File: src/shared/tdcp_pkg.sv
package tdcp_pkg;

  // word framing
  localparam int WORD_BITS = 16;
  localparam int CHANNELS  = 6;
  localparam int LEN_W     = 3;

  // serial clock: system cycles per half period of the serial clock
  localparam int SCLK_HALF_DEF = 4;

  // sample period in serial clock periods
  localparam logic [15:0] PERIOD_BITS_DEF = 16'h0400;

  // wishbone byte offsets
  localparam logic [7:0] OFS_CTRL      = 8'h00;
  localparam logic [7:0] OFS_POWER     = 8'h04;
  localparam logic [7:0] OFS_PERIOD    = 8'h08;
  localparam logic [7:0] OFS_STATUS    = 8'h0c;
  localparam logic [7:0] OFS_LAST_WORD = 8'h10;
  localparam logic [2:0] OFS_SAMPLE_HI = 3'h1;

  // control register fields
  localparam int CTRL_DNP_BIT  = 0;
  localparam int CTRL_MM_BIT   = 1;
  localparam int CTRL_LEN_LSB  = 2;
  localparam int CTRL_SRST_BIT = 7;
  localparam int CTRL_W        = 5;
  localparam logic [4:0] CTRL_DEF  = 5'h00;
  localparam logic [5:0] POWER_DEF = 6'h00;

  // serial control word fields
  localparam int CW_FLAG_BIT = 15;
  localparam int CW_REG_LSB  = 11;
  localparam int CW_ADDR_LSB = 8;
  localparam logic [3:0] CW_REG_CTRL  = 4'h0;
  localparam logic [3:0] CW_REG_POWER = 4'h1;
  localparam logic [2:0] ADDR_SELF    = 3'h0;

  typedef enum logic [0:0] {TDCP_IDLE, TDCP_SLOT} tdcp_state_t;

endpackage

File: src/hdl/tdcp_sclk_gen.sv
`timescale 1ns/10ps
module tdcp_sclk_gen #(
  parameter int HALF = tdcp_pkg::SCLK_HALF_DEF
) (
  // clock and reset
  input  wire logic clk_in,
  input  wire logic rst_n_in,
  // control
  input  wire logic run_in,
  // serial clock and edge markers
  output logic      sclk_out,
  output logic      rise_out,
  output logic      fall_out
);

  logic [7:0] cnt_reg;
  logic       sclk_reg;
  logic       wrap;

  assign wrap     = run_in && (cnt_reg == 8'(HALF - 1));
  assign rise_out = wrap && !sclk_reg;
  assign fall_out = wrap && sclk_reg;
  assign sclk_out = sclk_reg;

  always_ff @(posedge clk_in or negedge rst_n_in) begin
    if (!rst_n_in) begin
      cnt_reg  <= 8'h00;
      sclk_reg <= 1'b0;
    end else if (!run_in) begin
      cnt_reg  <= 8'h00;
      sclk_reg <= 1'b0;
    end else if (wrap) begin
      cnt_reg  <= 8'h00;
      sclk_reg <= !sclk_reg;
    end else begin
      cnt_reg  <= cnt_reg + 8'h01;
    end
  end

endmodule

File: src/hdl/tdcp_rx.sv
`timescale 1ns/10ps
module tdcp_rx (
  // clock and reset
  input  wire logic        clk_in,
  input  wire logic        rst_n_in,
  // sample point (serial clock falling)
  input  wire logic        sample_in,
  // raw pins
  input  wire logic        data_raw_in,
  input  wire logic        frame_raw_in,
  // results
  output logic             data_bit_out,
  output logic [15:0]      word_out,
  output logic             valid_out
);

  logic        d_meta_reg;
  logic        d_sync_reg;
  logic        f_meta_reg;
  logic        f_sync_reg;
  logic [4:0]  cnt_reg;
  logic [15:0] shift_reg;

  assign data_bit_out = d_sync_reg;

  always_ff @(posedge clk_in or negedge rst_n_in) begin
    if (!rst_n_in) begin
      d_meta_reg <= 1'b0;
      d_sync_reg <= 1'b0;
      f_meta_reg <= 1'b0;
      f_sync_reg <= 1'b0;
    end else begin
      d_meta_reg <= data_raw_in;
      d_sync_reg <= d_meta_reg;
      f_meta_reg <= frame_raw_in;
      f_sync_reg <= f_meta_reg;
    end
  end

  always_ff @(posedge clk_in or negedge rst_n_in) begin
    if (!rst_n_in) begin
      cnt_reg   <= 5'h00;
      shift_reg <= 16'h0000;
      word_out  <= 16'h0000;
      valid_out <= 1'b0;
    end else begin
      valid_out <= 1'b0;
      if (sample_in) begin
        if (cnt_reg != 5'h00) begin
          shift_reg <= {shift_reg[14:0], d_sync_reg};
          cnt_reg   <= cnt_reg - 5'h01;
          if (cnt_reg == 5'h01) begin
            word_out  <= {shift_reg[14:0], d_sync_reg};
            valid_out <= 1'b1;
          end
        end
        if (f_sync_reg) begin
          cnt_reg <= 5'(tdcp_pkg::WORD_BITS);
        end
      end
    end
  end

endmodule

File: src/hdl/tdcp_port.sv
// Chosen here: the Wishbone interface to the registers and the register offsets.
`timescale 1ns/10ps
// Notes on behaviour
// - active-high pulse one bit before word
// - device generates serial clock output
// - direct: output pulse loops to input
// - up to eight devices, address selects
// - cascade length field, reset zero, times slots
// - per channel, devices output in turn
// - extra bit; next pulse during it
// - output pair feeds next device input
// - serial clocks share frequency and phase
// - address zero accepted, else decrement, forward
// - mixed: msb flags control, data msb zero
// - powered-down slot leaves output undriven
// - data mode ignores input until reset
module tdcp_port #(
  parameter int SCLK_HALF = tdcp_pkg::SCLK_HALF_DEF
) (
  // clock and reset
  input  wire logic        CLOCK_IN,
  input  wire logic        RST_N_IN,
  // wishbone slave
  input  wire logic [7:0]  WB_ADR_IN,
  input  wire logic [31:0] WB_DAT_IN,
  input  wire logic [3:0]  WB_SEL_IN,
  input  wire logic        WB_WE_IN,
  input  wire logic        WB_CYC_IN,
  input  wire logic        WB_STB_IN,
  output logic [31:0]      WB_DAT_OUT,
  output logic             WB_ACK_OUT,
  // serial link
  input  wire logic        PORT_ENABLE_IN,
  input  wire logic        SERIAL_WORD_IN,
  input  wire logic        INPUT_FRAME_PULSE_IN,
  output logic             SERIAL_CLOCK_OUT,
  output logic             SERIAL_WORD_OUT,
  output logic             SERIAL_WORD_OE_OUT,
  output logic             OUTPUT_FRAME_PULSE_OUT
);

  ////////////////////////////////////////////////////////////////////////////
  logic                      en_meta_reg;
  logic                      en_sync_reg;
  logic                      rise;
  logic                      fall;
  logic                      rx_bit;
  logic [15:0]               rx_word;
  logic                      rx_valid;
  logic [tdcp_pkg::CTRL_W-1:0] ctrl_reg;
  logic [5:0]                power_reg;
  logic [15:0]               period_reg;
  logic [15:0]               period_cnt_reg;
  logic [15:0]               last_word_reg;
  logic [15:0]               sample_mem [tdcp_pkg::CHANNELS];
  logic [15:0]               fwd_word_reg;
  logic                      fwd_pending_reg;
  logic [15:0]               tx_shift_reg;
  tdcp_pkg::tdcp_state_t     state_reg;
  tdcp_pkg::tdcp_state_t     state_next;
  logic [2:0]                chan_reg;
  logic [2:0]                chan_next;
  logic [7:0]                bit_reg;
  logic [7:0]                bit_next;
  logic [7:0]                slot_last;
  logic                      dnp;
  logic                      mm;
  logic                      data_locked;
  logic [2:0]                len;
  logic                      ctl_word;
  logic                      accept;
  logic                      forward;
  logic                      wb_req;
  logic                      wb_wr;
  logic                      srst;
  logic                      load_own;

  assign dnp         = ctrl_reg[tdcp_pkg::CTRL_DNP_BIT];
  assign mm          = ctrl_reg[tdcp_pkg::CTRL_MM_BIT];
  assign len         = ctrl_reg[tdcp_pkg::CTRL_LEN_LSB +: tdcp_pkg::LEN_W];
  assign data_locked = dnp && !mm;
  // slot spans own word plus upstream words
  assign slot_last   = {({1'b0, len} + 4'h1), 4'h0};

  function automatic logic [15:0] merge(input logic [15:0] old_v, input logic [15:0] new_v,
                                        input logic [1:0] sel);
    merge = {sel[1] ? new_v[15:8] : old_v[15:8], sel[0] ? new_v[7:0] : old_v[7:0]};
  endfunction

  ////////////////////////////////////////////////////////////////////////////
  always_ff @(posedge CLOCK_IN or negedge RST_N_IN) begin
    if (!RST_N_IN) begin
      en_meta_reg <= 1'b0;
      en_sync_reg <= 1'b0;
    end else begin
      en_meta_reg <= PORT_ENABLE_IN;
      en_sync_reg <= en_meta_reg;
    end
  end

  tdcp_sclk_gen #(.HALF(SCLK_HALF)) u_sclk (
    .clk_in   (CLOCK_IN),
    .rst_n_in (RST_N_IN),
    .run_in   (en_sync_reg),
    .sclk_out (SERIAL_CLOCK_OUT),
    .rise_out (rise),
    .fall_out (fall)
  );

  // input framing works looped back or independent
  tdcp_rx u_rx (
    .clk_in       (CLOCK_IN),
    .rst_n_in     (RST_N_IN),
    .sample_in    (fall),
    .data_raw_in  (SERIAL_WORD_IN),
    .frame_raw_in (INPUT_FRAME_PULSE_IN),
    .data_bit_out (rx_bit),
    .word_out     (rx_word),
    .valid_out    (rx_valid)
  );

  ////////////////////////////////////////////////////////////////////////////
  // data mode ignores words; flag bit in mixed
  assign ctl_word = rx_valid && (!dnp || (mm && rx_word[tdcp_pkg::CW_FLAG_BIT]));
  assign accept   = ctl_word && (rx_word[tdcp_pkg::CW_ADDR_LSB +: 3] == tdcp_pkg::ADDR_SELF);
  assign forward  = ctl_word && !accept;

  assign wb_req = WB_CYC_IN && WB_STB_IN && !WB_ACK_OUT;
  assign wb_wr  = wb_req && WB_WE_IN;
  assign srst   = wb_wr && (WB_ADR_IN == tdcp_pkg::OFS_CTRL) && WB_SEL_IN[0]
                  && WB_DAT_IN[tdcp_pkg::CTRL_SRST_BIT] && !data_locked;

  // control state: soft reset wins, then serial word, then bus write
  always_ff @(posedge CLOCK_IN or negedge RST_N_IN) begin
    if (!RST_N_IN) begin
      ctrl_reg   <= tdcp_pkg::CTRL_DEF;
      power_reg  <= tdcp_pkg::POWER_DEF;
      period_reg <= tdcp_pkg::PERIOD_BITS_DEF;
    end else if (srst) begin
      ctrl_reg   <= tdcp_pkg::CTRL_DEF;
      power_reg  <= tdcp_pkg::POWER_DEF;
      period_reg <= tdcp_pkg::PERIOD_BITS_DEF;
    end else if (accept) begin
      if (rx_word[tdcp_pkg::CW_REG_LSB +: 4] == tdcp_pkg::CW_REG_CTRL) begin
        ctrl_reg <= rx_word[tdcp_pkg::CTRL_W-1:0];
      end else if (rx_word[tdcp_pkg::CW_REG_LSB +: 4] == tdcp_pkg::CW_REG_POWER) begin
        power_reg <= rx_word[5:0];
      end
    end else if (wb_wr && !data_locked) begin
      if (WB_ADR_IN == tdcp_pkg::OFS_CTRL && WB_SEL_IN[0]) begin
        ctrl_reg <= WB_DAT_IN[tdcp_pkg::CTRL_W-1:0];
      end else if (WB_ADR_IN == tdcp_pkg::OFS_POWER && WB_SEL_IN[0]) begin
        power_reg <= WB_DAT_IN[5:0];
      end else if (WB_ADR_IN == tdcp_pkg::OFS_PERIOD) begin
        period_reg <= merge(period_reg, WB_DAT_IN[15:0], WB_SEL_IN[1:0]);
      end
    end
  end

  // converter words stand in a small array
  always_ff @(posedge CLOCK_IN) begin
    if (wb_wr && WB_ADR_IN[7:5] == tdcp_pkg::OFS_SAMPLE_HI && WB_ADR_IN[4:2] < 3'h6) begin
      sample_mem[WB_ADR_IN[4:2]] <= merge(sample_mem[WB_ADR_IN[4:2]], WB_DAT_IN[15:0],
                                          WB_SEL_IN[1:0]);
    end
  end

  always_ff @(posedge CLOCK_IN or negedge RST_N_IN) begin
    if (!RST_N_IN) begin
      last_word_reg   <= 16'h0000;
      fwd_word_reg    <= 16'h0000;
      fwd_pending_reg <= 1'b0;
    end else begin
      if (accept) begin
        last_word_reg <= rx_word;
      end
      // decrement address and pass on; set wins over clear
      if (forward) begin
        fwd_word_reg    <= {rx_word[15:11], rx_word[10:8] - 3'h1, rx_word[7:0]};
        fwd_pending_reg <= 1'b1;
      end else if (load_own) begin
        fwd_pending_reg <= 1'b0;
      end
    end
  end

  // wishbone answer one cycle after request
  always_ff @(posedge CLOCK_IN or negedge RST_N_IN) begin
    if (!RST_N_IN) begin
      WB_ACK_OUT <= 1'b0;
      WB_DAT_OUT <= 32'h0000_0000;
    end else begin
      WB_ACK_OUT <= wb_req;
      if (wb_req && !WB_WE_IN) begin
        case (WB_ADR_IN)
          tdcp_pkg::OFS_CTRL:      WB_DAT_OUT <= {27'h0, ctrl_reg};
          tdcp_pkg::OFS_POWER:     WB_DAT_OUT <= {26'h0, power_reg};
          tdcp_pkg::OFS_PERIOD:    WB_DAT_OUT <= {16'h0, period_reg};
          tdcp_pkg::OFS_STATUS:    WB_DAT_OUT <= {26'h0, chan_reg, state_reg,
                                                  fwd_pending_reg, en_sync_reg};
          tdcp_pkg::OFS_LAST_WORD: WB_DAT_OUT <= {16'h0, last_word_reg};
          default: begin
            if (WB_ADR_IN[7:5] == tdcp_pkg::OFS_SAMPLE_HI && WB_ADR_IN[4:2] < 3'h6) begin
              WB_DAT_OUT <= {16'h0, sample_mem[WB_ADR_IN[4:2]]};
            end else begin
              WB_DAT_OUT <= 32'h0000_0000;
            end
          end
        endcase
      end
    end
  end

  ////////////////////////////////////////////////////////////////////////////
  // slot sequencer, advanced at each serial clock rise
  always_comb begin
    state_next = state_reg;
    chan_next  = chan_reg;
    bit_next   = bit_reg;
    if (rise) begin
      case (state_reg)
        tdcp_pkg::TDCP_IDLE: begin
          if (period_cnt_reg == 16'h0000) begin
            state_next = tdcp_pkg::TDCP_SLOT;
            chan_next  = 3'h0;
            bit_next   = 8'h00;
          end
        end
        tdcp_pkg::TDCP_SLOT: begin
          // next channel after every device's word
          if (bit_reg == slot_last) begin
            bit_next = 8'h00;
            if (chan_reg == 3'(tdcp_pkg::CHANNELS - 1)) begin
              state_next = tdcp_pkg::TDCP_IDLE;
            end else begin
              chan_next = chan_reg + 3'h1;
            end
          end else begin
            bit_next = bit_reg + 8'h01;
          end
        end
        default: state_next = tdcp_pkg::TDCP_IDLE;
      endcase
    end
  end

  assign load_own = rise && state_next == tdcp_pkg::TDCP_SLOT && bit_next == 8'h00;

  always_ff @(posedge CLOCK_IN or negedge RST_N_IN) begin
    if (!RST_N_IN) begin
      state_reg      <= tdcp_pkg::TDCP_IDLE;
      chan_reg       <= 3'h0;
      bit_reg        <= 8'h00;
      period_cnt_reg <= 16'h0000;
    end else if (!en_sync_reg) begin
      state_reg      <= tdcp_pkg::TDCP_IDLE;
      chan_reg       <= 3'h0;
      bit_reg        <= 8'h00;
      period_cnt_reg <= 16'h0000;
    end else begin
      state_reg <= state_next;
      chan_reg  <= chan_next;
      bit_reg   <= bit_next;
      if (rise) begin
        period_cnt_reg <= (period_cnt_reg >= period_reg - 16'h0001) ? 16'h0000
                          : period_cnt_reg + 16'h0001;
      end
    end
  end

  // line drivers, updated with the serial clock rise
  always_ff @(posedge CLOCK_IN or negedge RST_N_IN) begin
    if (!RST_N_IN) begin
      OUTPUT_FRAME_PULSE_OUT <= 1'b0;
      SERIAL_WORD_OUT        <= 1'b0;
      SERIAL_WORD_OE_OUT     <= 1'b0;
      tx_shift_reg           <= 16'h0000;
    end else if (!en_sync_reg) begin
      OUTPUT_FRAME_PULSE_OUT <= 1'b0;
      SERIAL_WORD_OUT        <= 1'b0;
      SERIAL_WORD_OE_OUT     <= 1'b0;
    end else if (rise) begin
      if (state_next != tdcp_pkg::TDCP_SLOT) begin
        OUTPUT_FRAME_PULSE_OUT <= 1'b0;
        SERIAL_WORD_OUT        <= 1'b0;
        SERIAL_WORD_OE_OUT     <= 1'b0;
      end else begin
        // idle slot leaves the line undriven
        SERIAL_WORD_OE_OUT <= power_reg[chan_next];
        if (bit_next == 8'h00) begin
          // pulse rides on the extra bit
          OUTPUT_FRAME_PULSE_OUT <= power_reg[chan_next];
          SERIAL_WORD_OUT        <= 1'b0;
          // data words carry a zero flag bit when dnp is set
          if (fwd_pending_reg) begin
            tx_shift_reg <= fwd_word_reg;
          end else if (dnp) begin
            tx_shift_reg <= {1'b0, sample_mem[chan_next][14:0]};
          end else begin
            tx_shift_reg <= sample_mem[chan_next];
          end
        end else if (bit_next <= 8'(tdcp_pkg::WORD_BITS)) begin
          OUTPUT_FRAME_PULSE_OUT <= 1'b0;
          SERIAL_WORD_OUT        <= tx_shift_reg[15];
          tx_shift_reg           <= {tx_shift_reg[14:0], 1'b0};
        end else begin
          OUTPUT_FRAME_PULSE_OUT <= 1'b0;
          SERIAL_WORD_OUT        <= rx_bit;
        end
      end
    end else if (!power_reg[chan_reg]) begin
      SERIAL_WORD_OE_OUT <= 1'b0;
    end
  end

  ////////////////////////////////////////////////////////////////////////////
  localparam int HALF2 = 2 * SCLK_HALF;
  logic [7:0] frame_len_reg;

  always_ff @(posedge CLOCK_IN or negedge RST_N_IN) begin
    if (!RST_N_IN) begin
      frame_len_reg <= 8'h00;
    end else begin
      frame_len_reg <= OUTPUT_FRAME_PULSE_OUT ? frame_len_reg + 8'h01 : 8'h00;
    end
  end
endmodule

File: config.mk
export PLATFORM = sky130hd
export DESIGN_NAME = tdcp_port
export DESIGN_NICKNAME = d
export VERILOG_FILES = /design/src/shared/tdcp_pkg.sv /design/src/hdl/tdcp_sclk_gen.sv /design/src/hdl/tdcp_rx.sv /design/src/hdl/tdcp_port.sv
export SDC_FILE = /design/constraint.sdc
export NUM_CORES = 1
export LEC_CHECK = 0
export BUFFER_PORTS_ARGS = -buffer_cell sky130_fd_sc_hd__buf_2
export CORE_UTILIZATION = 30
export CTS_BUF_LIST = sky130_fd_sc_hd__clkbuf_4
export CTS_CLUSTER_DIAMETER = 50
export DETAILED_ROUTE_END_ITERATION = 8
export PLACE_DENSITY = 0.42
export SYNTH_ARGS = -nofsm -noshare
export SYNTH_HDL_FRONTEND = slang
export SYNTH_HIERARCHICAL = 1
export SYNTH_SLANG_ARGS = --single-unit
File: constraint.sdc
create_clock -name CLOCK_IN -period 6.9 [get_ports CLOCK_IN]
set_input_delay 0.345 -clock CLOCK_IN [delete_from_list [all_inputs] [get_ports CLOCK_IN]]
set_output_delay 0.345 -clock CLOCK_IN [all_outputs]
set_load 0.02 [all_outputs]
==> results of run 1 <==
## logic make-up after synthesis
| kind of cell | Yosys count | share of synthesized area, % |
|---|---|---|
| AO/OA/AOI/OAI | 335 | 16.44 |
| XOR/XNOR | 26 | 1.595 |
| adder cells (fa/ha/maj) | 30 | 2.630 |
| buffers and inverters | 118 | 4.006 |
| flip-flops | 272 | 51.06 |
| multiplexers | 123 | 10.93 |
| other | 1 | 0.02627 |
| AND/OR/NAND/NOR | 374 | 13.31 |
## repair_timing
| action | in CTS | in global routing |
|---|---|---|
| hold endpoints to repair | 122 | 0 |
| resized for setup | 0 | 0 |
| hold buffers | 23 | 0 |
## cell type report
class | count | share of cell area, %
Inverter | 23 | 0.5267
Clock inverter | 21 | 0.7634
Antenna cell | 4 | 0.06107
Tap cell | 607 | 4.634
Timing Repair Buffer | 103 | 4.298
Sequential cell | 272 | 44.47
Clock buffer | 122 | 5.588
Multi-Input combinational cell | 904 | 39.66
## layout by cell type, fill, tap and decap left out, types with 26 or more instances in the layout
cell                       count
sky130_fd_sc_hd__a21oi_1      28
sky130_fd_sc_hd__buf_2        53
sky130_fd_sc_hd__buf_4        26
sky130_fd_sc_hd__clkbuf_4    122
sky130_fd_sc_hd__dfrtp_1     175
sky130_fd_sc_hd__edfxtp_1     96
sky130_fd_sc_hd__ha_1         30
sky130_fd_sc_hd__mux2_2       57
sky130_fd_sc_hd__mux2i_1      40
sky130_fd_sc_hd__nand2_1     131
sky130_fd_sc_hd__nand3_1      46
sky130_fd_sc_hd__nor2_1       48
sky130_fd_sc_hd__o21ai_0     111
## worst min-delay path by stage
stage | from | endpoint | cells after the start
6_report | WB_WE_IN | WB_DAT_OUT[1]$_DFFE_PN0P_ | 4
5_1_grt | INPUT_FRAME_PULSE_IN | u_rx/f_meta_reg$_DFF_PN0_ | 2
4_1_cts | PORT_ENABLE_IN | en_meta_reg$_DFF_PN0_ | 2
3_5_place_dp | en_meta_reg$_DFF_PN0_ | en_sync_reg$_DFF_PN0_ | 0
3_3_place_gp | u_rx/f_meta_reg$_DFF_PN0_ | u_rx/f_sync_reg$_DFF_PN0_ | 0
2_1_floorplan | RST_N_IN | OUTPUT_FRAME_PULSE_OUT$_DFFE_PN0N_ | 0
## per-stage QoR
stage	setup slack, ns	instances	power (mW)	hold slack [ns]
floorplan	3.089	1294	1.952	0.04941
global placement	2.158	1886	2.057	0.3368
detailed placement	2.100	1886	2.059	0.3395
CTS	2.059	2052	3.684	0.1302
global route	1.765	2055	3.794	0.1341
finish	2.122	2056	3.625	0.1779
## routing by layer
metal,GRT usage (%),vias up,wire length (microns)
met5,0,-,0
met4,7.103,0,1219
met3,3.685,89,2100
met2,30.30,309,20870
met1,25.63,5477,20650
li1,-,5025,-
## power breakdown
group | switching (mW) | total [mW] | internal (mW)
Clock | 0.747 | 1.59 | 0.844
Combinational | 0.158 | 0.258 | 0.100
Sequential | 0.0400 | 1.77 | 1.73
Total | 0.946 | 3.62 | 2.68
## worst reg2reg max path, stage by stage, from the launching register on
cell	delay, ns
sky130_fd_sc_hd__dfrtp_1	0.41
sky130_fd_sc_hd__ha_1	0.20
sky130_fd_sc_hd__or4b_4	0.50
sky130_fd_sc_hd__nor4_1	0.25
sky130_fd_sc_hd__buf_4	0.20
sky130_fd_sc_hd__and2_1	0.39
sky130_fd_sc_hd__nand2_1	0.17
sky130_fd_sc_hd__a211oi_2	0.31
sky130_fd_sc_hd__or2_1	0.77
sky130_fd_sc_hd__nand2_2	0.58
sky130_fd_sc_hd__mux2i_1	0.30
sky130_fd_sc_hd__a2bb2oi_1	0.45
sky130_fd_sc_hd__o22ai_1	0.14
==> run_results.csv, run 1 <==
group,metric,value,unit
run_status,outcome,"complete, but fails checks",
run_status,violations,"design-rule violations",
final_layout,fin_nets,1466,
final_layout,layout.core_utilization,35.06,%
cts,tritoncts,"yes",
grt,global_route.overflow_total,0,
placed_design,routabilityCongestion,0.8146,
detailed_routing,routed_wirelength,44840,microns
synthesis,synth_top_cells_by_area,"sky130_fd_sc_hd__dfrtp_1 31%, sky130_fd_sc_hd__edfxtp_1 20%, sky130_fd_sc_hd__mux2_2 4.5%",
synthesis,netlist.top_cell.by_area,"sky130_fd_sc_hd__dfrtp_1",
synthesis,ys_top_cells_by_count,"175 x sky130_fd_sc_hd__dfrtp_1, 131 x sky130_fd_sc_hd__nand2_1, 111 x sky130_fd_sc_hd__o21ai_0",
grt,grt_util_all_layers,19.06,%
worst_setup_path,worst-setup-path-type,"flop to flop",
cts,clock-root-buffer,"sky130_fd_sc_hd__clkbuf_4",
run,timing.max_cap.violations,0,
worst_setup_path,highest_cell_delay_on_the_worst_timing_path,0.76,ns
timing,finalHoldViolCount,0,
detailed_routing,route.detailed.wl_per_inst,21.81,microns
timing,finalClockSkew,0.06381,ns
detailed_routing,dr.first_iter.drc_count,770,
cts,htree_num_levels,3,
synthesis,syn_inst,1279,
placed_design,detailed_place_hpwl,30230,microns
final_layout,register_area,0.007288,sq mm
floorplan,io-pin-count,89,
floorplan,core_area,0.04675,sq mm
power_and_ir_drop,p_leak,7.079,nW
placed_design,post_dp_cell_area,0.01511,sq mm
worst_setup_path,slowest_library_cell_on_the_worst_path,"sky130_fd_sc_hd__or2_1",
worst_setup_path,crit_path_start,"u_sclk/cnt_reg[0]$_DFF_PN0_",
floorplan,die_height,220.1,microns
cts,cts_post_setup_buffers_inserted,0,
timing,worstMarginPinSlew,1.128,ns
floorplan,dieArea,0.04846,sq mm
final_layout,area_delta_synth_final,14.83,%
worst_setup_path,start_kind,"flop",
timing,max-slew-margin-rel,24.57,%
worst_setup_path,regToRegSetupSlack,2.12,ns
worst_setup_path,rr_endpoint,"SERIAL_WORD_OE_OUT$_DFFE_PN0P_",
final_layout,finalInstanceArea,0.01639,sq mm
timing,period_utilization,69.25,%
worst_setup_path,path_delay_family,"simple AND/OR/NAND/NOR gates",
worst_setup_path,reg2reg_from,"u_sclk/cnt_reg[0]$_DFF_PN0_",
detailed_routing,route.detailed.vias_per_inst,5.302,
worst_setup_path,worstPathMaxFanout,20,
timing,slew_violations,0,
synthesis,synth.top_cell.area_share,30.68,%
grt,first_pass_grt_wire_length,67900,microns
worst_setup_path,critical_path.n_buffers_inverters,1,
timing,setup_violations,0,
detailed_routing,vias,10900,
final_layout,multiInputGateArea,0.006501,sq mm
floorplan,die_width,220.1,microns
synthesis,synth_area_per_cell,11.16,sq um
floorplan,start_util,30.53,%
synthesis,synth-edff-count,96,
synthesis,cell_area_after_synthesis,0.01427,sq mm
cts,cts-root-to-sink-buffers,3,
synthesis,synth.distinct_cells,86,
cts,worst_setup_hold_path_clk_slew,0.06,ns
synthesis,count_of_yosys_warnings_during_synthesis,6,
floorplan,core.rowCount,79,
worst_setup_path,rr_worst_depth,12,
synthesis,synthFlopType,"sky130_fd_sc_hd__dfrtp_1",
worst_setup_path,arrival,5.42,ns
timing,grt_setup_unrepaired,"no",
timing,period_needed,4.778,ns
final_layout,largest_register_ff_count,96,
grt,grt_start_max_net_pins,104,
detailed_routing,drt_first_pass_iters,9,
timing,timing.fmax,209.3,MHz
worst_setup_path,path_cells,"ha_1, or4b_4, nor4_1, buf_4, and2_1, nand2_1, a211oi_2, or2_1, nand2_2, mux2i_1, a2bb2oi_1, o22ai_1",
synthesis,synth_sequential_area_ratio,51.06,%
cts,cts_num_sinks,272,
synthesis,ys_ff_latch,272,
worst_setup_path,end_kind,"flop",
synthesis,async_flop_share,64.71,%
worst_setup_path,endpoint,"SERIAL_WORD_OE_OUT$_DFFE_PN0P_",
final_layout,layout-drive-gt1-share,22.98,%
worst_setup_path,worstSetupPathDepth,12,
grt,grt_pass1_vias,10740,
power_and_ir_drop,power_density,221.1,mW/mm^2
detailed_routing,ant_nets,0,
grt,antenna_found_initial,2,
timing,totalNegativeSetupSlack,0,ns
placed_design,buffer_ports.inserted,54,
detailed_routing,drcViolationCount,20,
worst_setup_path,worstPathRequired,7.54,ns
synthesis,yosys.cell_count.top_type,"sky130_fd_sc_hd__dfrtp_1",
final_layout,n_fill_cell,4745,
cts,clk-insertion-delay-late,0.84,ns
cts,cts-buffers-inserted,80,
worst_hold_path,worstHoldPathType,"input port to flop",
power_and_ir_drop,vdd_ir_drop_max,0.08687,mV
Power figures use the tool's default switching activity.
==> run 2, diff against run 1 <==
==> constraint.sdc (replaced) <==
create_clock -name CLOCK_IN -period 4.7 [get_ports CLOCK_IN]
set_input_delay 0.235 -clock CLOCK_IN [delete_from_list [all_inputs] [get_ports CLOCK_IN]]
set_output_delay 0.235 -clock CLOCK_IN [all_outputs]
set_load 0.02 [all_outputs]
==> run_results.csv, run 2 (synthesis results as in run 1) <==
group,metric,value,unit
timing,setup_violations,0,
worst_setup_path,arrival,5.01,ns
power_and_ir_drop,clock_power_share,43.5,%
placed_design,buffer_ports.inserted,54,
worst_hold_path,hold_path_startpoint,"SERIAL_WORD_IN",
worst_setup_path,worst-setup-path-type,"flop to flop",
power_and_ir_drop,power.share.switching,26.67,%
floorplan,die_height,220.1,microns
detailed_routing,route.detailed.vias_per_inst,5.222,
power_and_ir_drop,power.switching,1.414,mW
final_layout,multiInputGateArea,0.006499,sq mm
cts,worst_setup_hold_path_clk_slew,0.06,ns
placed_design,pre_cts_ws,0.3668,ns
worst_setup_path,worstPathMaxFanout,19,
final_layout,most-common-layout-cells,"175 x sky130_fd_sc_hd__dfrtp_1, 131 x sky130_fd_sc_hd__nand2_1, 115 x sky130_fd_sc_hd__clkbuf_4",
timing,grt_setup_unrepaired,"no",
worst_setup_path,rr_worst_depth,12,
grt,grt_pass1_vias,10860,
floorplan,io-pin-count,89,
run_status,outcome,"complete, but fails checks",
grt,first_pass_grt_wire_length,68980,microns
run_status,violations,"design-rule violations",
cts,clock-root-buffer,"sky130_fd_sc_hd__clkbuf_4",
cts,cts_num_sinks,272,
power_and_ir_drop,vdd_ir_drop_max,0.1443,mV
cts,cts-buffers-inserted,81,
final_layout,n_fill_cell,4736,
final_layout,layout-drive-gt1-share,23.41,%
worst_hold_path,hold-path-cell-count,2,
timing,slew_violations,0,
cts,cts-root-to-sink-buffers,3,
cts,cts_post_setup_buffers_inserted,0,
detailed_routing,drt_first_pass_iters,7,
timing,finalHoldViolCount,0,
timing,timing.fmax,229.4,MHz
final_layout,area_delta_synth_final,15.45,%
detailed_routing,ant_nets,0,
worst_hold_path,min_delay_worst_endpoint,"u_rx/d_meta_reg$_DFF_PN0_",
final_layout,fin_cells,2072,
floorplan,start_util,30.53,%
timing,max-slew-margin-rel,26.45,%
floorplan,core.rowCount,79,
power_and_ir_drop,p_leak,7.133,nW
power_and_ir_drop,power_frac_comb,7.4,%
timing,period_utilization,92.77,%
final_layout,mostFrequentLayoutCell,"sky130_fd_sc_hd__dfrtp_1",
timing,totalNegativeSetupSlack,0,ns
grt,antenna_found_initial,2,
final_layout,fin_nets,1481,
detailed_routing,vias,10820,
floorplan,core_area,0.04675,sq mm
timing,fin_hold_ws,0.07844,ns
timing,finalClockSkew,0.04960,ns
worst_setup_path,reg2reg_from,"u_sclk/cnt_reg[0]$_DFF_PN0_",
final_layout,register_area,0.007288,sq mm
worst_setup_path,worstPathRequired,5.35,ns
power_and_ir_drop,report.power.total,5.299,mW
placed_design,dp.cells,1900,
floorplan,die_width,220.1,microns
placed_design,routabilityCongestion,0.7898,
worst_setup_path,rr_endpoint,"SERIAL_WORD_OE_OUT$_DFFE_PN0P_",
final_layout,largest_register_ff_count,96,
power_and_ir_drop,power_density,321.6,mW/mm^2
worst_setup_path,start_kind,"flop",
cts,htree_num_levels,3,
timing,period_needed,4.360,ns
cts,clk-insertion-delay-late,0.81,ns
power_and_ir_drop,sequentialPowerShare,49.2,%
detailed_routing,dr.first_iter.drc_count,826,
timing,worstMarginPinSlew,1.092,ns
run,timing.max_cap.violations,0,
worst_hold_path,worstHoldPathType,"input port to flop",
detailed_routing,drcViolationCount,12,
power_and_ir_drop,power_report.internal_total,3.886,mW
cts,tritoncts,"yes",
floorplan,dieArea,0.04846,sq mm
worst_setup_path,end_kind,"flop",
grt,grt_start_max_net_pins,103,
timing,setup_ws,0.3399,ns
worst_setup_path,regToRegSetupSlack,0.34,ns
detailed_routing,routed_wirelength,45610,microns
placed_design,detailed_place_hpwl,31160,microns
grt,global_route.overflow_total,0,
detailed_routing,route.detailed.wl_per_inst,22.01,microns
grt,grt_util_all_layers,19.35,%
run 2: cell count changes in the layout (fill, tap and decap cells not counted), moves of 3 or more:
| cell | change |
|---|---|
| sky130_fd_sc_hd__clkinv_1 | +7 |
| sky130_fd_sc_hd__buf_4 | +14 |
| sky130_fd_sc_hd__clkbuf_4 | -7 |
| sky130_fd_sc_hd__clkinv_2 | +3 |
run 2: routing by layer:
metal | part of all wire (%) | vias to the layer above | wire [microns] | GRT usage (%)
met5 | 0 | - | 0 | 0
met4 | 2.6 | 0 | 1180 | 6.851
met3 | 4.7 | 83 | 2161 | 4.251
met2 | 47 | 283 | 21430 | 30.73
met1 | 46 | 5403 | 20840 | 25.87
li1 | - | 5052 | - | -
run 2: critical path, cell delays in order, from the launching register on:
cell                        delay (ns)
sky130_fd_sc_hd__dfrtp_1          0.41
sky130_fd_sc_hd__ha_1             0.20
sky130_fd_sc_hd__or4b_4           0.49
sky130_fd_sc_hd__nor4_1           0.24
sky130_fd_sc_hd__buf_4            0.20
sky130_fd_sc_hd__and2_1           0.29
sky130_fd_sc_hd__nand2_1          0.15
sky130_fd_sc_hd__a211oi_2         0.29
sky130_fd_sc_hd__or2_1            0.57
sky130_fd_sc_hd__nand2_2          0.50
sky130_fd_sc_hd__mux2i_1          0.28
sky130_fd_sc_hd__a2bb2oi_1        0.44
sky130_fd_sc_hd__o22ai_1          0.14
run 2: power groups by stage:
stage	clock network, mW	logic (mW)	registers, mW
6_report	2.30	0.391	2.61
5_1_grt	2.51	0.433	2.61
4_1_cts	2.40	0.396	2.60
3_5_place_dp	0	0.378	2.65
3_3_place_gp	0	0.374	2.65
2_1_floorplan	0	0.218	2.65
run 2: final cells by class:
cell class / instances / share of cell area [%]
Antenna cell: 4 / 0.06074
Multi-Input combinational cell: 904 / 39.44
Sequential cell: 272 / 44.23
Clock buffer: 115 / 5.239
Timing Repair Buffer: 117 / 4.913
Inverter: 23 / 0.5239
Tap cell: 607 / 4.609
Clock inverter: 30 / 0.9871
run 2: worst max path at each step:
stage                                start                        endpoint  slack (ns)
2_1_floorplan  u_sclk/cnt_reg[0]$_DFF_PN0_    tx_shift_reg[10]$_DFFE_PN0P_        0.89
3_3_place_gp   u_sclk/cnt_reg[0]$_DFF_PN0_    tx_shift_reg[14]$_DFFE_PN0P_        0.37
3_5_place_dp   u_sclk/cnt_reg[0]$_DFF_PN0_     tx_shift_reg[9]$_DFFE_PN0P_        0.37
4_1_cts        u_sclk/cnt_reg[0]$_DFF_PN0_     tx_shift_reg[1]$_DFFE_PN0P_        0.30
5_1_grt        u_sclk/cnt_reg[0]$_DFF_PN0_     tx_shift_reg[1]$_DFFE_PN0P_        0.02
6_report       u_sclk/cnt_reg[0]$_DFF_PN0_  SERIAL_WORD_OE_OUT$_DFFE_PN0P_        0.34
run 2: timing repair:
| item | CTS | global route |
|---|---|---|
| hold endpoints to repair | 148 | 0 |
| hold buffers | 23 | 0 |
| resized for setup | 0 | 2 |
| endpoints found under the setup margin | 0 | 10 |
run 2: stage by stage:
| step | area (sq um) | util [%] |
|---|---|---|
| 2_1_floorplan | 14330 | - |
| 3_3_place_gp | 15210 | 32.53 |
| 3_5_place_dp | 15210 | 32.53 |
| 4_1_cts | 16460 | 35.21 |
| 5_1_grt | 16480 | 35.24 |
| 6_report | 16480 | 35.25 |
